$ cat config.mk
export PLATFORM = sky130hd
export DESIGN_NAME = csp_top
export DESIGN_NICKNAME = d
export VERILOG_FILES = /design/src/csp_top.v
export VERILOG_INCLUDE_DIRS = /design/src
export SDC_FILE = /design/constraint.sdc
export NUM_CORES = 1
export LEC_CHECK = 0
export BUFFER_PORTS_ARGS = -buffer_cell sky130_fd_sc_hd__buf_2
export CORE_MARGIN = 5
export CORE_UTILIZATION = 50
export CTS_CLUSTER_DIAMETER = 200
export DETAILED_ROUTE_END_ITERATION = 7
export GPL_TIMING_DRIVEN = 0
export PLACE_DENSITY = 0.66
export SETUP_SLACK_MARGIN = 0.5
export SLEW_MARGIN = 10
export SYNTH_ARGS = -nofsm -noshare
export SYNTH_HDL_FRONTEND = slang
export SYNTH_SLANG_ARGS = --single-unit
$ cat constraint.sdc
create_clock -name pclk -period 5 [get_ports pclk]
set_clock_uncertainty 0.15 [all_clocks]
set_input_delay 0.25 -clock pclk [delete_from_list [all_inputs] [get_ports pclk]]
set_output_delay 0.25 -clock pclk [all_outputs]
set_load 0.005 [all_outputs]
$ cat src/csp_consts.vh
// Purpose: constants of the configurable serial port
// Assumes: 250 MHz pclk, APB register access
// Notes:   definitions only
`ifndef CSP_CONSTS_VH
`define CSP_CONSTS_VH
`define CSP_OFF_DATA    12'h000
`define CSP_OFF_CTRL    12'h004
`define CSP_OFF_BAUD    12'h008
`define CSP_OFF_STAT    12'h00c
// Control field positions
`define CSP_C_DBITS_LO  0
`define CSP_C_DBITS_HI  1
`define CSP_C_STOP2     2
`define CSP_C_PAR_LO    3
`define CSP_C_PAR_HI    5
`define CSP_C_FLOW_LO   6
`define CSP_C_FLOW_HI   7
`define CSP_C_FIFO      8
// Status bits that a write of one clears
`define CSP_S_PERR      3
`define CSP_S_FERR      4
`define CSP_S_OVR       5
// 8 data bits, 1 stop, no parity, RTS/CTS, buffers on
`define CSP_CTRL_RST    9'h143
// 250e6 / 115200 rounded to nearest
`define CSP_BAUD_RST    16'h087a
`define CSP_PAR_NONE    3'h0
`define CSP_PAR_ODD     3'h1
`define CSP_PAR_EVEN    3'h2
`define CSP_PAR_MARK    3'h3
`define CSP_PAR_SPACE   3'h4
`define CSP_FLOW_NONE   2'h0
`define CSP_FLOW_HW     2'h1
`define CSP_FLOW_SW     2'h2
`define CSP_XON         8'h11
`define CSP_XOFF        8'h13
`define CSP_DBITS_5     2'h0
`define CSP_DBITS_8     2'h3
`define CSP_FIFO_DEPTH  5'h10
`define CSP_FIFO_ONE    5'h01
// Stop length in half bit periods, less one
`define CSP_HALF_1      2'h1
`define CSP_HALF_15     2'h2
`define CSP_HALF_2      2'h3
`define CSP_ST_IDLE     3'h0
`define CSP_ST_START    3'h1
`define CSP_ST_DATA     3'h2
`define CSP_ST_PAR      3'h3
`define CSP_ST_STOP     3'h4
`endif

$ cat src/csp_top.v
// Purpose: configurable asynchronous serial port with APB registers
// Assumes: one clock pclk, software writes the bit period in cycles
// Notes:   clk_en low freezes every flip-flop, bus included
`timescale 1ns/1ps
`default_nettype none
`include "csp_consts.vh"

module csp_fifo (
  input  wire       clk,
  input  wire       rst_n,
  input  wire       en,
  input  wire [4:0] lim,
  input  wire       push,
  input  wire [7:0] din,
  input  wire       pop,
  output wire [7:0] dout,
  output wire       empty,
  output wire       full
);
  reg [7:0] mem_reg [0:15];
  reg [3:0] wp_reg;
  reg [3:0] rp_reg;
  reg [4:0] cnt_reg;
  wire      do_push;
  wire      do_pop;
  assign empty   = (cnt_reg == 5'h00);
  assign full    = (cnt_reg >= lim);
  assign dout    = mem_reg[rp_reg];
  assign do_push = push & ~full;
  assign do_pop  = pop & ~empty;
  always @(posedge clk) begin
    if (en && do_push) begin
      mem_reg[wp_reg] <= din;
    end
  end
  always @(posedge clk or negedge rst_n) begin
    if (!rst_n) begin
      wp_reg  <= 4'h0;
      rp_reg  <= 4'h0;
      cnt_reg <= 5'h00;
    end else if (en) begin
      if (do_push) begin
        wp_reg <= wp_reg + 4'h1;
      end
      if (do_pop) begin
        rp_reg <= rp_reg + 4'h1;
      end
      if (do_push && !do_pop) begin
        cnt_reg <= cnt_reg + 5'h01;
      end else if (do_pop && !do_push) begin
        cnt_reg <= cnt_reg - 5'h01;
      end
    end
  end
endmodule

module csp_top (
  input  wire        pclk,
  input  wire        presetn,
  input  wire        clk_en,
  input  wire        psel,
  input  wire        penable,
  input  wire        pwrite,
  input  wire [11:0] paddr,
  input  wire [31:0] pwdata,
  output reg  [31:0] prdata,
  output reg         pready,
  output reg         pslverr,
  input  wire        rxd,
  input  wire        cts_n,
  output reg         txd,
  output reg         rts_n
);
  reg  [8:0]  ctrl_reg;
  reg  [15:0] baud_reg;
  reg  [1:0]  rx_m_reg;
  reg  [1:0]  cts_m_reg;
  reg  [2:0]  tx_st_reg;
  reg  [15:0] tx_cnt_reg;
  reg  [2:0]  tx_idx_reg;
  reg  [1:0]  tx_half_reg;
  reg  [7:0]  tx_sh_reg;
  reg         tx_pb_reg;
  reg  [2:0]  rx_st_reg;
  reg  [15:0] rx_cnt_reg;
  reg  [2:0]  rx_idx_reg;
  reg  [7:0]  rx_sh_reg;
  reg         rx_x_reg;
  reg         perr_reg;
  reg         ferr_reg;
  reg         ovr_reg;
  reg         paused_reg;
  reg  [31:0] prdata_next;
  reg         hit;
  wire [1:0]  dbits  = ctrl_reg[`CSP_C_DBITS_HI:`CSP_C_DBITS_LO];
  wire [2:0]  par    = ctrl_reg[`CSP_C_PAR_HI:`CSP_C_PAR_LO];
  wire [1:0]  flow   = ctrl_reg[`CSP_C_FLOW_HI:`CSP_C_FLOW_LO];
  wire [15:0] half   = {1'b0, baud_reg[15:1]};
  wire [2:0]  last   = {1'b1, dbits};
  wire [7:0]  dmask  = 8'hff >> (`CSP_DBITS_8 - dbits);
  wire [4:0]  lim    = ctrl_reg[`CSP_C_FIFO] ? `CSP_FIFO_DEPTH
                                             : `CSP_FIFO_ONE;
  wire        rx_s   = rx_m_reg[1];
  wire        cts_s  = cts_m_reg[1];
  wire        setup  = psel & ~penable;
  wire        acc    = psel & penable & pready;
  wire        wr     = acc & pwrite;
  wire        rd     = acc & ~pwrite;
  wire        tx_push = wr && paddr == `CSP_OFF_DATA;
  wire        rx_pop  = rd && paddr == `CSP_OFF_DATA;
  wire [7:0]  tx_dout;
  wire        tx_empty;
  wire        tx_full;
  wire [7:0]  rx_dout;
  wire        rx_empty;
  wire        rx_full;
  wire        flow_ok = (flow == `CSP_FLOW_HW) ? ~cts_s :
                        (flow == `CSP_FLOW_SW) ? ~paused_reg : 1'b1;
  wire        tx_go   = (tx_st_reg == `CSP_ST_IDLE) & ~tx_empty & flow_ok;
  wire [7:0]  tx_d    = tx_dout & dmask;
  wire [1:0]  stop_h  = (dbits == `CSP_DBITS_5) ? `CSP_HALF_15 :
                        ctrl_reg[`CSP_C_STOP2] ? `CSP_HALF_2 :
                        `CSP_HALF_1;
  wire [15:0] tx_len  = (tx_st_reg == `CSP_ST_STOP) ? half : baud_reg;
  wire        tx_end  = (tx_cnt_reg == tx_len - 16'h0001);
  wire        rx_mid  = (rx_cnt_reg == half - 16'h0001);
  wire        rx_end  = (rx_cnt_reg == baud_reg - 16'h0001);
  wire [7:0]  rx_byte = rx_sh_reg >> (`CSP_DBITS_8 - dbits);
  wire        rx_ctl  = (flow == `CSP_FLOW_SW) &&
                        (rx_byte == `CSP_XON || rx_byte == `CSP_XOFF);
  wire        rx_done = (rx_st_reg == `CSP_ST_STOP) & rx_end;
  wire        rx_push = rx_done & rx_s & ~rx_ctl;
  reg         tx_pbit;
  reg         rx_pbad;

  csp_fifo u_txf (
    .clk   (pclk),
    .rst_n (presetn),
    .en    (clk_en),
    .lim   (lim),
    .push  (tx_push),
    .din   (pwdata[7:0]),
    .pop   (tx_go),
    .dout  (tx_dout),
    .empty (tx_empty),
    .full  (tx_full)
  );

  csp_fifo u_rxf (
    .clk   (pclk),
    .rst_n (presetn),
    .en    (clk_en),
    .lim   (lim),
    .push  (rx_push),
    .din   (rx_byte),
    .pop   (rx_pop),
    .dout  (rx_dout),
    .empty (rx_empty),
    .full  (rx_full)
  );

  always @* begin
    case (par)
      `CSP_PAR_ODD:   tx_pbit = ~(^tx_d);
      `CSP_PAR_EVEN:  tx_pbit = ^tx_d;
      `CSP_PAR_MARK:  tx_pbit = 1'b1;
      default:        tx_pbit = 1'b0;
    endcase
    case (par)
      `CSP_PAR_ODD:   rx_pbad = ~(rx_x_reg ^ rx_s);
      `CSP_PAR_EVEN:  rx_pbad = rx_x_reg ^ rx_s;
      `CSP_PAR_MARK:  rx_pbad = ~rx_s;
      `CSP_PAR_SPACE: rx_pbad = rx_s;
      default:        rx_pbad = 1'b0;
    endcase
  end

  always @* begin
    hit         = 1'b1;
    prdata_next = 32'h0000_0000;
    case (paddr)
      `CSP_OFF_DATA: prdata_next = {24'h000000, rx_dout};
      `CSP_OFF_CTRL: prdata_next = {23'h000000, ctrl_reg};
      `CSP_OFF_BAUD: prdata_next = {16'h0000, baud_reg};
      `CSP_OFF_STAT: prdata_next = {25'h0000000, paused_reg, ovr_reg,
                                    ferr_reg, perr_reg, rx_full,
                                    rx_empty, tx_full};
      default:       hit = 1'b0;
    endcase
  end

  // Registered answer: no wait state, pready high in the first access cycle
  always @(posedge pclk or negedge presetn) begin
    if (!presetn) begin
      pready   <= 1'b0;
      pslverr  <= 1'b0;
      prdata   <= 32'h0000_0000;
      ctrl_reg <= `CSP_CTRL_RST;
      baud_reg <= `CSP_BAUD_RST;
    end else if (clk_en) begin
      pready  <= setup;
      pslverr <= setup & ~hit;
      prdata  <= setup ? prdata_next : 32'h0000_0000;
      if (wr && paddr == `CSP_OFF_CTRL) begin
        ctrl_reg <= pwdata[8:0];
      end
      // Divisor is round(pclk / rate); zero would stall the bit timer
      if (wr && paddr == `CSP_OFF_BAUD && pwdata[15:0] != 16'h0000) begin
        baud_reg <= pwdata[15:0];
      end
    end
  end

  always @(posedge pclk or negedge presetn) begin
    if (!presetn) begin
      rx_m_reg  <= 2'b11;
      cts_m_reg <= 2'b11;
      rts_n     <= 1'b1;
      perr_reg  <= 1'b0;
      ferr_reg  <= 1'b0;
      ovr_reg   <= 1'b0;
      paused_reg <= 1'b0;
    end else if (clk_en) begin
      rx_m_reg  <= {rx_m_reg[0], rxd};
      cts_m_reg <= {cts_m_reg[0], cts_n};
      rts_n     <= (flow == `CSP_FLOW_HW) & rx_full;
      // Hardware set wins over a write-one clear in the same cycle
      if (rx_st_reg == `CSP_ST_PAR && rx_end && rx_pbad) begin
        perr_reg <= 1'b1;
      end else if (wr && paddr == `CSP_OFF_STAT && pwdata[`CSP_S_PERR]) begin
        perr_reg <= 1'b0;
      end
      if (rx_done && !rx_s) begin
        ferr_reg <= 1'b1;
      end else if (wr && paddr == `CSP_OFF_STAT && pwdata[`CSP_S_FERR]) begin
        ferr_reg <= 1'b0;
      end
      if (rx_push && rx_full) begin
        ovr_reg <= 1'b1;
      end else if (wr && paddr == `CSP_OFF_STAT && pwdata[`CSP_S_OVR]) begin
        ovr_reg <= 1'b0;
      end
      if (flow != `CSP_FLOW_SW) begin
        paused_reg <= 1'b0;
      end else if (rx_done && rx_s && rx_ctl) begin
        paused_reg <= (rx_byte == `CSP_XOFF);
      end
    end
  end

  always @(posedge pclk or negedge presetn) begin
    if (!presetn) begin
      tx_st_reg   <= `CSP_ST_IDLE;
      tx_cnt_reg  <= 16'h0000;
      tx_idx_reg  <= 3'h0;
      tx_half_reg <= 2'h0;
      tx_sh_reg   <= 8'h00;
      tx_pb_reg   <= 1'b0;
      txd         <= 1'b1;
    end else if (clk_en) begin
      tx_cnt_reg <= tx_end ? 16'h0000 : tx_cnt_reg + 16'h0001;
      case (tx_st_reg)
        `CSP_ST_IDLE: begin
          tx_cnt_reg <= 16'h0000;
          if (tx_go) begin
            tx_sh_reg <= tx_d;
            tx_pb_reg <= tx_pbit;
            tx_st_reg <= `CSP_ST_START;
            txd       <= 1'b0;
          end
        end
        `CSP_ST_START: begin
          if (tx_end) begin
            tx_idx_reg <= 3'h0;
            tx_st_reg  <= `CSP_ST_DATA;
            txd        <= tx_sh_reg[0];
          end
        end
        `CSP_ST_DATA: begin
          if (tx_end && tx_idx_reg == last) begin
            tx_half_reg <= 2'h0;
            tx_st_reg   <= (par == `CSP_PAR_NONE) ? `CSP_ST_STOP
                                                  : `CSP_ST_PAR;
            txd         <= (par == `CSP_PAR_NONE) | tx_pb_reg;
          end else if (tx_end) begin
            tx_idx_reg <= tx_idx_reg + 3'h1;
            tx_sh_reg  <= {1'b0, tx_sh_reg[7:1]};
            txd        <= tx_sh_reg[1];
          end
        end
        `CSP_ST_PAR: begin
          if (tx_end) begin
            tx_st_reg <= `CSP_ST_STOP;
            txd       <= 1'b1;
          end
        end
        `CSP_ST_STOP: begin
          // Counted in half bits so that 1.5 stop needs no second timer
          if (tx_end) begin
            tx_half_reg <= tx_half_reg + 2'h1;
            if (tx_half_reg == stop_h) begin
              tx_st_reg <= `CSP_ST_IDLE;
            end
          end
        end
        default: begin
          tx_st_reg <= `CSP_ST_IDLE;
          txd       <= 1'b1;
        end
      endcase
    end
  end

  always @(posedge pclk or negedge presetn) begin
    if (!presetn) begin
      rx_st_reg  <= `CSP_ST_IDLE;
      rx_cnt_reg <= 16'h0000;
      rx_idx_reg <= 3'h0;
      rx_sh_reg  <= 8'h00;
      rx_x_reg   <= 1'b0;
    end else if (clk_en) begin
      rx_cnt_reg <= rx_end ? 16'h0000 : rx_cnt_reg + 16'h0001;
      case (rx_st_reg)
        `CSP_ST_IDLE: begin
          rx_cnt_reg <= 16'h0000;
          if (!rx_s) begin
            rx_st_reg <= `CSP_ST_START;
          end
        end
        `CSP_ST_START: begin
          // Recheck at mid start bit rejects glitches on the line
          if (rx_mid) begin
            rx_cnt_reg <= 16'h0000;
            rx_idx_reg <= 3'h0;
            rx_x_reg   <= 1'b0;
            rx_st_reg  <= rx_s ? `CSP_ST_IDLE : `CSP_ST_DATA;
          end
        end
        `CSP_ST_DATA: begin
          if (rx_end) begin
            rx_sh_reg  <= {rx_s, rx_sh_reg[7:1]};
            rx_x_reg   <= rx_x_reg ^ rx_s;
            rx_idx_reg <= rx_idx_reg + 3'h1;
            if (rx_idx_reg == last) begin
              rx_st_reg <= (par == `CSP_PAR_NONE) ? `CSP_ST_STOP
                                                  : `CSP_ST_PAR;
            end
          end
        end
        `CSP_ST_PAR: begin
          if (rx_end) begin
            rx_st_reg <= `CSP_ST_STOP;
          end
        end
        `CSP_ST_STOP: begin
          if (rx_end) begin
            rx_st_reg <= `CSP_ST_IDLE;
          end
        end
        default: begin
          rx_st_reg <= `CSP_ST_IDLE;
        end
      endcase
    end
  end
endmodule
`default_nettype wire

Word level (Yosys, flattened, before mapping)

Memory sizes are Yosys's and may differ from the RTL's.
Index checks and enable logic that the tools add are counted.

Bits in writable memories: 256
Bits in latches: 0
Memories: 2
Bits in read-only memories: 0
Input port bits: 52
Bits in registers: 159

Memories:

| memory        | words | bits a word | read ports | clocked after memory_dff | wr ports | RTL line     | RTL |
|---|---|---|---|---|---|---|---|
| u_rxf.mem_reg | 16    | 8           | 1          | 0                        | 1        | csp_top.v:20 | `reg [7:0] mem_reg [0:15];` |
| u_txf.mem_reg | 16    | 8           | 1          | 0                        | 1        | csp_top.v:20 |  |

Reductions and logical operators: 70
$lt $le $gt $ge: 2
Bitwise gates (word level): 33
Multipliers: 0
Shift operators: 2
Add/subtract/negate cells: 17
Equal/unequal tests: 41
Mux-type cells: 71
Divide/modulo/power cells: 0

Operator list:

| operator              | number |
|---|---|
| $mux 16               | 5 |
| $pmux 16 s4           | 1 |
| $mux 3                | 18 |
| $eq 16x16->1          | 3 |
| $add 16x1->16 const B | 2 |
| $mux 32               | 1 |
| $pmux 16 s2           | 1 |
| $sub 16x1->16 const B | 2 |
| $pmux 3 s5            | 2 |
| $ne 2x2->1 const B    | 13 |
| $mux 5                | 5 |
| $eq 12x4->1 const B   | 2 |
| $mux 8                | 3 |
| $reduce_and 2->1      | 12 |
| $logic_and 1x1->1     | 23 |
| $mux 1                | 22 |
| $reduce_bool 2->1     | 10 |
| $eq 3x2->1 const B    | 6 |
| $add 4x1->4 const B   | 4 |
| $and 1x1->1           | 16 |
| $eq 8x5->1 const B    | 2 |
| $pmux 8 s2            | 1 |
| $reduce_bool 16->1    | 1 |
| $sub 15x1->16 const B | 1 |
| other kinds (41)      | 80 |

Logic depth before layout (Yosys ltp)

Gate-level depths: netlist of the first run.

Word-level depth: 12
Mapped depth: 20
Mapped depth without buffers: 18

Cells and area by module

From an unflattened synthesis of the first run, not the netlist that was laid out.

Cells, all modules: 1585
Area, all modules: 20438.4 µm²

Modules (own cells, without submodules):

| module   | area an instance (µm²) | cells an instance | times used |
|---|---|---|---|
| csp_fifo | 5975.7                 | 319               | 2 |
| csp_top  | 8486.9                 | 947               | 1 |

Worst setup path after synthesis of the first run

Ideal clock, no wire load.

Path kind: flip-flop to flip-flop
Start point: register tx_st_reg[0]
End point: register tx_sh_reg[5]
Cell stages (with the launch flop): 15
Required time: 4.725 ns
Clock period less this slack: 4.236 ns
Path buffers: 2
Arrival time: 3.961 ns
Setup slack: 0.764 ns
Path through: dfrtp_1 or3b_1 buf_2 clkbuf_1 a21oi_1 ha_1 or4b_2 nor3_1 nor4_1 a31oi_1 xnor2_1 o2111ai_1 o41ai_4 nand2_4 mux2_4

Longest elaborated chain between the ends: 7
Elaborated cells on any way between the ends: 15
Those cells by class: 1 x add/sub; 6 x eq/ne; 2 x mux; 2 x bitwise; 4 x reduce/logical

Ends and longest elaborated chain:

| what                       | RTL line      | RTL |
|---|---|---|
| from (decl)                | csp_top.v:78  | `reg [2:0] tx_st_reg;` |
| from (signal assigned)     | csp_top.v:253 | `` tx_st_reg <= `CSP_ST_IDLE; `` |
| from (signal assigned)     | csp_top.v:268 | `` tx_st_reg <= `CSP_ST_START; `` |
| from (signal assigned)     | csp_top.v:275 | `` tx_st_reg <= `CSP_ST_DATA; `` |
| $eq 3x3->1                 | n/a           |  |
| $mux 16                    | csp_top.v:124 | `` wire [15:0] tx_len = (tx_st_reg == `CSP_ST_STOP) ? half : baud_reg; `` |
| $sub 16x1->16              | csp_top.v:125 | `wire tx_end = (tx_cnt_reg == tx_len - 16'h0001);` |
| $eq 16x16->1               | csp_top.v:125 |  |
| $logic_and 1x1->1          | csp_top.v:280 | `if (tx_end && tx_idx_reg == last) begin` |
| $ne 2x2->1 (no line)       | n/a           |  |
| $reduce_and 5->1 (no line) | n/a           |  |
| to (signal assigned)       | csp_top.v:266 | `tx_sh_reg <= tx_d;` |
| to (signal assigned)       | csp_top.v:287 | `tx_sh_reg <= {1'b0, tx_sh_reg[7:1]};` |
| to (decl)                  | csp_top.v:82  | `reg [7:0] tx_sh_reg;` |

Parallel ways exist; a longest one is shown, timed or not.
A chain may end at the register's enable or synchronous reset.

Worst setup path in the final report of the first run

Start point: register baud_reg[9]
End point: register u_rxf.cnt_reg[4]

Longest elaborated chain between the ends: 10
Elaborated cells on any way between the ends: 12
Those cells by class: 1 x add/sub; 1 x eq/ne; 1 x mux; 4 x bitwise; 5 x reduce/logical

Ends and longest elaborated chain:

| what                          | RTL line      | RTL |
|---|---|---|
| from (decl)                   | csp_top.v:75  | `reg [15:0] baud_reg;` |
| from (signal assigned)        | csp_top.v:199 | `` baud_reg <= `CSP_BAUD_RST; `` |
| from (signal assigned)        | csp_top.v:209 | `baud_reg <= pwdata[15:0];` |
| $sub 16x1->16 (*)             | csp_top.v:127 | `wire rx_end = (rx_cnt_reg == baud_reg - 16'h0001);` |
| $eq 16x16->1 (*)              | csp_top.v:127 |  |
| $and 1x1->1 (*)               | csp_top.v:131 | `` wire rx_done = (rx_st_reg == `CSP_ST_STOP) & rx_end; `` |
| $and 1x1->1 (*) (2 in series) | csp_top.v:132 | `wire rx_push = rx_done & rx_s & ~rx_ctl;` |
| $and 1x1->1 (*)               | csp_top.v:29  | `assign do_push = push & ~full;` |
| $logic_not 1->1               | csp_top.v:50  | `end else if (do_pop && !do_push) begin` |
| $logic_and 1x1->1             | csp_top.v:50  |  |
| $reduce_bool 2->1 (no line)   | n/a           |  |
| $reduce_and 2->1 (no line)    | n/a           |  |
| to (signal assigned)          | csp_top.v:49  | `cnt_reg <= cnt_reg + 5'h01;` |
| to (signal assigned)          | csp_top.v:51  | `cnt_reg <= cnt_reg - 5'h01;` |
| to (decl)                     | csp_top.v:23  | `reg [4:0] cnt_reg;` |

Mark *: on every way between the ends. The rest lies on a longest branch, timed or not.

==> results.tsv, run 1 <==
stage	metric	value	unit
run_status	outcome	finished, final reports clean	
clock_tree	CTS tree	done	
timing	final setup fails	0	
layout	Filler cells	3065	
logic_synthesis	area share of the largest cell type after synthesis	0.390	
timing	Final Slew Violations	0	
critical_path	Setup Crit Path Kind	register to register	
clock_tree	H-tree levels	2	
clock_tree	clock buffer depth	3	
timing	Tcrit/Tclk final	0.885	
die	# IOs	88	
layout	Reg area	11300	sq um
clock_tree	Sink Count	399	
die	Die X	209	um
logic_synthesis	Synth Register Bits	399	
critical_path	CP Capture Type	register	
power	Comb pwr share	0.064	
logic_synthesis	Mean Syn Cell Area	13.0	sq um
critical_path	CP Data Required Time	5300	ps
timing	Max transition margin	0.0865	
drt	Vias	13200	
die	core box area	38800	sq um
clock_tree	CTS buffer count	43	
logic_synthesis	Mapped Cells	1514	
logic_synthesis	Synth warnings	0	
clock_tree	CTS Root Cell	clkbuf_16	
timing	Worst Tran Pin Value	1360	ps
layout	Finished Layout Cells	2213	
global_routing	largest net degree at the start of global routing	79	
flow_run	max-cap violation count	0	
power	switching power	1.71	mW
critical_path	Worst setup SP type	register	
worst_hold_path	Hold Path Class	primary input to register	
drt	Initial DRC Count	1142	
layout	layout cells sized above 1	0.223	
global_routing	Congestion Overflow GR	0	
drt	routed length per instance	22.7	um
placement	IO Port Bufs	53	
power	clock network fraction of design power	0.446	
global_routing	first-pass GRT wire length	77700	um
die	die height	209	um
power	leak pwr	9.10	nW
timing	hold slack	43.0	ps
logic_synthesis	top-count cell post-synth	edfxtp_1	
power	Sequential Power Share	0.490	
logic_synthesis	largest cells by area after synthesis	edfxtp_1, dfrtp_1, mux4_2	
logic_synthesis	ys async rst share	0.358	
layout	area of the multi-input gates	8000	sq um
die	placement row count	72	
placement	placed cell areas	20800	sq um
global_routing	initial antenna violation count	0	
placement	detailed placement HPWL	34600	um
drt	WL final	50200	um
timing	RSZ-0062 raised after global routing	yes	
drt	drt first pass iters	5	
power	power per cell area	327	nW/um^2
layout	post-route cell area	22800	sq um
timing	Final Hold Fails	0	
power	internal power	5.73	mW
drt	via/cell ratio	5.96	
clock_tree	Skew-Pair Late Insertion Delay	590	ps
layout	Area Growth Syn to Fin	15.4	%
timing	f_max	226	MHz
critical_path	CP Data Arrival Time	4730	ps
logic_synthesis	post-synth cell types	87	
clock_tree	clock-pin slew on the worst setup and hold paths	60	ps
power	Switching Share	0.230	
placement	GPL Wtd Cong	0.907	
logic_synthesis	most used flip-flop cell after synthesis	edfxtp_1	
drt	Post-route DRC	0	
logic_synthesis	largest area contributor in the netlist	edfxtp_1	
logic_synthesis	Post-synth EDFFs	256	
global_routing	GRT Util Overall	0.229	
logic_synthesis	Seq/Total Area, Yosys	0.572	
power	maximum VDD drop	302	uV
logic_synthesis	Synth Cell Area	19700	sq um
placement	Placed Cells	2103	
drt	Detail Route Antenna Nets	0	
logic_synthesis	most frequent cells after synthesis	edfxtp_1, dfrtp_1, nand2_1, nor2_1, mux4_2	
layout	Final nets	1742	
die	Die ar.	43500	sq um
die	initial core utilization	0.508	
timing	minimum clock period	4420	ps
critical_path	crit-path max FO	9	
global_routing	vias in the first global route	13200	
cells in the final DEF, fill, tap and decap left out, types with 9 or more instances in the layout:
master and instances:
xnor2_1 71, o21ai_0 45, nor3b_1 11, nand4_1 17, inv_1 45, a22o_1 11
dfstp_2 16, buf_2 63, buf_1 14, nor2b_1 11, clkbuf_16 44, a22oi_1 19
mux2_2 45, nor3_1 29, a21oi_1 44, xor2_1 38, nand3b_1 9, dfrtp_1 126
buf_4 30, ha_1 25, conb_1 16, and3_1 20, mux4_2 74, clkbuf_1 74
dlygate4sd3_1 19, nand3_1 33, nor2_1 83, nand2b_1 15, nand2_1 100, a31oi_1 10
mux2i_1 21, o2bb2ai_1 16, a21o_1 12, edfxtp_1 256, or3_1 12, nor4_1 16
metal layers:
metal	vias to the layer above	global-route usage	part of all wire
met1	6619	0.322	0.43
li1	5981	-	-
met4	0	0.0734	0.028
met5	-	0	0
met2	493	0.364	0.47
met3	96	0.0436	0.072
kinds of logic after synthesis:
logic type,count (synthesis),share of synthesized area
simple gates,425,0.114
compound gates,237,0.0837
xor+xnor,109,0.0484
buf+inv,166,0.0360
other cells,1,0.000190
flops,399,0.572
fa+ha+maj,31,0.0204
mux,146,0.125
through the flow:
stage	setup TNS [ps]	utilization	power [mW]	worst slack, ps
detailed placement	-4210	0.535	4.17	-242
CTS	0	0.582	7.50	504
floorplan	0	-	4.00	764
finish	0	0.586	7.44	576
global route	0	0.586	7.70	474
global placement	-6910	0.533	4.15	-629
power by group through the flow:
stage	clock, mW	combinational [mW]	sequential (mW)
final	3.31	0.476	3.65
after CTS	3.38	0.476	3.64
after floorplan	0	0.315	3.69
after detailed placement	0	0.457	3.71
after global routing	3.52	0.529	3.65
after global placement	0	0.441	3.70
timing repair:
item / 4_1_cts / 5_1_grt
endpoints found under the hold margin: 183 / 0
pin swaps: 9 / 9
hold buffers: 19 / 0
setup endpoints to repair: 174 / 163
buffers inserted: 4 / 6
resized for setup: 31 / 39
critical path: stages, from the launching register on:
cell and delay [ps]:
dfrtp_1 370, buf_2 190, or4_1 520, buf_2 190
nor3_2 210, xnor2_1 190, nand4_1 180, nor4_2 230
and4_4 290, clkbuf_4 190, nand2_2 90, nor2_2 140
ha_2 210, inv_1 80, ha_1 330, a21o_1 190
a21oi_1 180, xnor2_1 140, nor2_1 70, xor2_1 150
cell type report:
type / instances / area share
diodes: 1 / 0.000110
plain buffers: 118 / 0.0245
clock buffers: 63 / 0.0550
clock inverters: 17 / 0.00995
inverters: 48 / 0.00808
multi-input cells: 964 / 0.352
flip-flops and latches: 399 / 0.496
well taps: 518 / 0.0285
repair buffers: 85 / 0.0263
final timing paths:
kind	end	start	cells past startpoint	slack [ps]
setup / recovery	u_rxf.cnt_reg[4]$_DFFE_PN0P_	baud_reg[9]$_DFFE_PN0P_	19	580
hold / removal	u_txf.mem_reg[7][4]$_DFFE_PP_	pwdata[4]	1	40
setup reg to reg	u_rxf.cnt_reg[4]$_DFFE_PN0P_	baud_reg[9]$_DFFE_PN0P_	19	580
hold reg to reg	pslverr$_DFFE_PN0P_	pslverr$_DFFE_PN0P_	1	340
max in group asynchronous	cts_m_reg[0]$_DFFE_PN1P_	presetn	3	3830
min in group asynchronous	baud_reg[10]$_DFFE_PN0P_	presetn	2	60
Power figures use the tool's default switching activity.
==> run 2, diff against run 1 <==
--- a/config.mk
+++ b/config.mk
@@ -12,6 +12,7 @@
 export CTS_CLUSTER_DIAMETER = 200
 export DETAILED_ROUTE_END_ITERATION = 7
 export GPL_TIMING_DRIVEN = 0
+export MAX_ROUTING_LAYER = met4
 export PLACE_DENSITY = 0.66
 export SETUP_SLACK_MARGIN = 0.5
 export SLEW_MARGIN = 10
==> run 2 against run 1 <==
Effect of this change: register-to-register slack better by 40 ps; clock power down 6.9%; largest power group unchanged; die area unchanged; highest routed layer unchanged; combinational power about the same; power down 3.2%; global-route usage up 0.85 points; cell area down 0.62%; routed wire length about the same; worst setup slack better by 39 ps.
==> results.tsv, run 2 (synthesis results as in run 1) <==
stage	metric	value	unit	change
layout	number of antenna diodes	0		-1
placement	IO Port Bufs	53		unchanged
critical_path	critical path cell sequence	buf_6 > clkinvlp_4 > ha_4 > or4b_4 > nor3_4 > xnor2_2 > nand4_1 > nor4_2 > and4_4 > buf_4 > nand2_2 > nor2_4 > ha_2 > inv_1 > ha_1 > a21o_1 > a21oi_1 > xnor2_1 > nor2_1 > xor2_1		
clock_tree	clock buffer depth	3		unchanged
critical_path	Setup Crit Path Kind	register to register		
drt	Initial DRC Count	1213		+6.2%
critical_path	Worst path max stage delay	490	ps	-30 ps
timing	setup tns final	0	ps	unchanged
flow_run	max-cap violation count	0		unchanged
global_routing	first-pass GRT wire length	78200	um	+0.76%
drt	Detail Route Antenna Nets	0		unchanged
clock_tree	H-tree levels	2		unchanged
worst_hold_path	Hold Path Class	primary input to register		
critical_path	worst flop-to-flop path startpoint	baud_reg[1]$_DFFE_PN1P_		
die	Die X	209	um	unchanged
critical_path	critical path's slowest cell	or4b_4		
power	power per cell area	318	nW/um^2	-2.6%
layout	Final nets	1739		-0.17%
drt	drt first pass iters	5		unchanged
global_routing	Congestion Overflow GR	0		unchanged
timing	Max transition margin	0.119		+0.0327
placement	GPL Wtd Cong	0.918		+1.2%
layout	utilization after layout	0.583		-0.00364
timing	RSZ-0062 raised after global routing	yes		
global_routing	vias in the first global route	13200		-0.14%
clock_tree	Sink Count	399		unchanged
drt	routed length per instance	22.8	um	+0.36%
critical_path	CP Capture Type	register		
placement	Placed Cells	2104		+0.048%
critical_path	CP Data Required Time	5320	ps	+20 ps
critical_path	Setup crit end	u_rxf.cnt_reg[4]$_DFFE_PN0P_		
clock_tree	Skew-Pair Late Insertion Delay	580	ps	about the same
placement	detailed placement HPWL	34900	um	+0.98%
timing	worst setup margin	614	ps	+38.8 ps
global_routing	largest net degree at the start of global routing	80		+1.3%
worst_hold_path	Hold Path Origin	pwdata[3]		
critical_path	setup slack, reg-to-reg	610	ps	+40 ps
die	placement row count	72		unchanged
clock_tree	CTS tree	done		
layout	most common cell after layout, fill and taps aside	edfxtp_1		
timing	Tcrit/Tclk final	0.877		-0.00777
critical_path	reg2reg end	u_rxf.cnt_reg[4]$_DFFE_PN0P_		
layout	Finished Layout Cells	2207		-0.27%
layout	layout cells sized above 1	0.219		-0.00408
timing	Worst Tran Pin Value	1320	ps	-42.7 ps
layout	Area Growth Syn to Fin	14.7	%	
run_status	outcome	finished, final reports clean		
power	maximum VDD drop	283	uV	-6.1%
clock_tree	CTS buffer count	42		-2.3%
clock_tree	clock-pin slew on the worst setup and hold paths	60	ps	about the same
clock_tree	CTS Root Cell	clkbuf_16		
critical_path	crit path from	baud_reg[1]$_DFFE_PN1P_		
timing	minimum clock period	4390	ps	-38.8 ps
drt	Vias	13200		-0.083%
timing	Final Slew Violations	0		unchanged
die	Die ar.	43500	sq um	unchanged
global_routing	initial antenna violation count	0		unchanged
die	initial core utilization	0.508		unchanged
timing	hold slack	31.0	ps	-12.0 ps
timing	final setup fails	0		unchanged
placement	pre-CTS setup slack	-396	ps	-154 ps
drt	via/cell ratio	5.97		+0.19%
global_routing	GRT Util Overall	0.237		+0.00849
critical_path	Worst setup SP type	register		
die	die height	209	um	unchanged
drt	WL final	50200	um	about the same
timing	f_max	228	MHz	+0.89%
drt	Post-route DRC	0		unchanged
layout	commonest non-fill, non-tap cells in the layout	edfxtp_1, dfrtp_1, nand2_1, nor2_1, mux4_2		
critical_path	r2r worst-path depth	20		+1
critical_path	crit-path max FO	10		+1
power	leak pwr	9.04	nW	-0.66%
timing	Final Hold Fails	0		unchanged
critical_path	CP Data Arrival Time	4710	ps	-20 ps
die	core box area	38800	sq um	unchanged
die	# IOs	88		unchanged
[run 2: worst max-delay path, delay by kind of cell (launching register included)]
| family | cells | cell delay, ps |
|---|---|---|
| and+or+nand+nor | 8 | 1760 |
| adders and majority gates | 3 | 690 |
| buffers and inverters | 4 | 490 |
| xor gates and xnor gates | 3 | 440 |
| DFF | 1 | 360 |
| AOI/OAI and AO/OA | 2 | 360 |
[run 2: power breakdown]
group	switching [mW]	internal, mW	total, mW	leakage (nW)
clock network	1.34	1.74	3.08	0.663
logic	0.283	0.196	0.478	3.92
registers	0.0743	3.57	3.64	4.46
total	1.70	5.50	7.20	9.04
[run 2: through the flow]
step | area, sq um | total power, mW
after floorplan | 19800 | 4.00
after global placement | 20700 | 4.14
after detailed placement | 20800 | 4.16
after CTS | 22400 | 7.25
after global routing | 22600 | 7.45
final | 22600 | 7.20
[run 2: worst min-delay path by stage]
stage / endpoint / slack (ps) / depth (start not counted)
floorplan: baud_reg[0]$_DFFE_PN0P_ / -200 / 0
global placement: prdata[2]$_DFFE_PN0P_ / 320 / 1
detailed placement: baud_reg[14]$_DFFE_PN0P_ / 140 / 1
CTS: u_txf.mem_reg[4][3]$_DFFE_PP_ / 3 / 1
global route: u_txf.mem_reg[2][3]$_DFFE_PP_ / 10 / 1
finish: u_txf.mem_reg[6][3]$_DFFE_PP_ / 30 / 1
[run 2: layout make-up]
cell class	count	area [sq um]
Buffer	118	564
Clock buffer	50	1090
Clock inverter	27	268
Fill cell	3146	16200
Inverter	48	186
Multi-Input combinational cell	964	8000
Sequential cell	399	11300
Tap cell	518	648
Timing Repair Buffer	83	576
[run 2: routing by layer]
metal  track usage  share of wire  vias to the layer above
met1         0.324           0.43                     6634
met2         0.367           0.47                      472
met5             -              0                        -
li1              -              -                     5973
met4        0.0709          0.028                        0
met3        0.0451          0.070                       99
[run 2: timing repair]
item                                    4_1_cts  5_1_grt
endpoints found under the setup margin      174      171
hold buffers                                 15        0
gates resized for setup                      29       40
hold endpoints to repair                    143        0
pin swaps                                     4       13
gates cloned                                  0        1
buffers inserted                              3        7
==> run 3, diff against run 2 <==
--- a/config.mk
+++ b/config.mk
@@ -8,12 +8,12 @@
 export LEC_CHECK = 0
 export BUFFER_PORTS_ARGS = -buffer_cell sky130_fd_sc_hd__buf_2
 export CORE_MARGIN = 5
-export CORE_UTILIZATION = 50
+export CORE_UTILIZATION = 30
 export CTS_CLUSTER_DIAMETER = 200
 export DETAILED_ROUTE_END_ITERATION = 7
 export GPL_TIMING_DRIVEN = 0
 export MAX_ROUTING_LAYER = met4
-export PLACE_DENSITY = 0.66
+export PLACE_DENSITY = 0.44
 export SETUP_SLACK_MARGIN = 0.5
 export SLEW_MARGIN = 10
 export SYNTH_ARGS = -nofsm -noshare
==> run 3 against run 2 <==
Effect of this change: cell area is 3.5% higher; critical path depth stayed put; die area is 63% higher; register-to-register slack better by 110 ps; global-route usage is 7.7 points lower; power is 7.8% higher; combinational power is 2% higher; core utilization is 23 points lower; worst setup slack better by 110 ps; fmax is 2.7% higher; clock power is 18% higher; flip-flop and latch count stayed put; largest power group unchanged.
==> results.tsv, run 3 (synthesis results as in run 1) <==
stage	metric	value	unit	change
critical_path	CP Data Required Time	5350	ps	+30 ps
timing	f_max	234	MHz	+2.7%
timing	Final Slew Violations	0		unchanged
power	maximum VDD drop	256	uV	-9.5%
power	leak pwr	9.21	nW	+1.9%
layout	utilization after layout	0.358		-0.225
die	# IOs	88		unchanged
placement	IO Port Bufs	53		unchanged
timing	RSZ-0062 raised after global routing	no		
layout	Finished Layout Cells	2572		+17%
placement	GPL Wtd Cong	0.888		-3.3%
die	Die ar.	71000	sq um	+63%
critical_path	Worst setup SP type	register		
timing	worst setup margin	728	ps	+114 ps
worst_hold_path	Hold Path Origin	pwdata[4]		
global_routing	vias in the first global route	13200		-0.11%
drt	Initial DRC Count	787		-35%
layout	Filler cells	6418		+100%
placement	placed cell areas	21200	sq um	+2.2%
layout	post-route cell area	23400	sq um	+3.5%
timing	Max transition margin	0.294		+0.175
die	Die X	266	um	+28%
critical_path	worst flop-to-flop path startpoint	baud_reg[1]$_DFFE_PN1P_		
layout	most common cell after layout, fill and taps aside	edfxtp_1		
layout	number of antenna diodes	0		unchanged
global_routing	largest net degree at the start of global routing	85		+6.3%
clock_tree	clock buffer depth	3		unchanged
placement	pre-CTS setup slack	-619	ps	-223 ps
global_routing	initial antenna violation count	1		+1
timing	Tcrit/Tclk final	0.854		-0.0227
drt	via/cell ratio	5.02		-16%
die	initial core utilization	0.301		-0.207
layout	area of the multi-input gates	8010	sq um	about the same
timing	Final Hold Fails	0		unchanged
layout	Area Growth Syn to Fin	18.7	%	
critical_path	Setup Crit Path Kind	register to register		
timing	setup tns final	0	ps	unchanged
layout	commonest non-fill, non-tap cells in the layout	edfxtp_1, dfrtp_1, nand2_1, nor2_1, mux4_2		
die	die height	266	um	+28%
critical_path	setup slack, reg-to-reg	730	ps	+110 ps
run_status	outcome	finished, final reports clean		
global_routing	Congestion Overflow GR	0		unchanged
timing	Worst Tran Pin Value	1040	ps	-271 ps
critical_path	crit-path max FO	10		unchanged
drt	Detail Route Antenna Nets	0		unchanged
critical_path	crit path from	baud_reg[1]$_DFFE_PN1P_		
clock_tree	Sink Count	399		unchanged
layout	Reg area	11300	sq um	about the same
drt	Post-route DRC	0		unchanged
layout	Final nets	1751		+0.69%
critical_path	CP Data Arrival Time	4620	ps	-90 ps
drt	drt first pass iters	5		unchanged
placement	detailed placement HPWL	38800	um	+11%
timing	hold slack	22.4	ps	-8.60 ps
clock_tree	H-tree levels	2		unchanged
timing	final setup fails	0		unchanged
layout	layout cells sized above 1	0.221		+0.00225
clock_tree	CTS tree	done		
clock_tree	clock-pin slew on the worst setup and hold paths	60	ps	about the same
clock_tree	CTS buffer count	48		+14%
flow_run	max-cap violation count	0		unchanged
die	placement row count	94		+31%
clock_tree	Skew-Pair Late Insertion Delay	620	ps	+40 ps
clock_tree	CTS Root Cell	clkbuf_16		
power	power per cell area	331	nW/um^2	+4.1%
worst_hold_path	Hold Path Class	primary input to register		
drt	routed length per instance	21.6	um	-5.0%
timing	minimum clock period	4270	ps	-114 ps
critical_path	CP Capture Type	register		
die	core box area	65500	sq um	+69%
global_routing	GRT Util Overall	0.160		-0.0769
placement	Placed Cells	2450		+16%
global_routing	first-pass GRT wire length	84600	um	+8.1%
power	total chip power	7.76	mW	+7.8%
drt	WL final	55600	um	+11%
drt	Vias	12900		-2.1%
==> run 3: cell count changes in the layout (fill, tap and decap cells not counted), sizes merged <==
cell	delta
dlygate4sd3	+6
clkbuf	+4
bufinv	+3
clkinv	+3
inv	+3
buf	+1
clkinvlp	-1
==> run 3: where the power goes <==
group | internal (mW) | total [mW] | switching [mW]
registers | 3.57 | 3.64 | 0.0728
logic | 0.196 | 0.486 | 0.290
clock network | 2.14 | 3.63 | 1.49
==> run 3: worst max-delay path, stage by stage (launching register included) <==
cell,delay [ps]
dfstp_2,360
buf_6,140
inv_4,90
ha_4,160
or4b_4,510
nor3_4,290
xnor2_2,150
nand4_1,170
nor4_2,240
and4_4,290
buf_4,170
nand2_2,90
nor2_2,130
ha_2,190
inv_1,100
ha_4,240
a21o_1,180
a21oi_2,150
xnor2_1,130
nor2_1,60
xor2_1,150
==> run 3: area by class of cell <==
type	count	area share
Sequential cell	399	0.482
Multi-Input combinational cell	964	0.342
Clock buffer	55	0.0537
Tap cell	864	0.0462
Timing Repair Buffer	89	0.0271
Buffer	118	0.0241
Clock inverter	35	0.0174
Inverter	48	0.00780
==> run 3: routing by layer <==
metal  up-vias  global-route usage  wire length, um
met1      6631               0.214            25500
met3        88              0.0240             1750
li1       5998                   -                -
met4         0              0.0437             1550
met2       189               0.257            26800
met5         -                   -                0
==> run 3: repair_timing <==
item,in CTS,in global routing
setup buffers,5,6
endpoints found under the hold margin,211,0
pin swaps,8,6
endpoints found under the setup margin,185,49
hold buffers,21,0
resized for setup,33,25
==> run 3: final timing paths <==
check                                                  to  cells past startpoint
max                          u_rxf.cnt_reg[4]$_DFFE_PN0P_                     20
min reg2reg                         prdata[7]$_DFFE_PN0P_                      1
min in group asynchronous       rx_cnt_reg[9]$_DFFE_PN0P_                      2
max in group asynchronous         ctrl_reg[8]$_DFFE_PN1P_                      3
min                        u_txf.mem_reg[12][4]$_DFFE_PP_                      1
max reg2reg                  u_rxf.cnt_reg[4]$_DFFE_PN0P_                     20
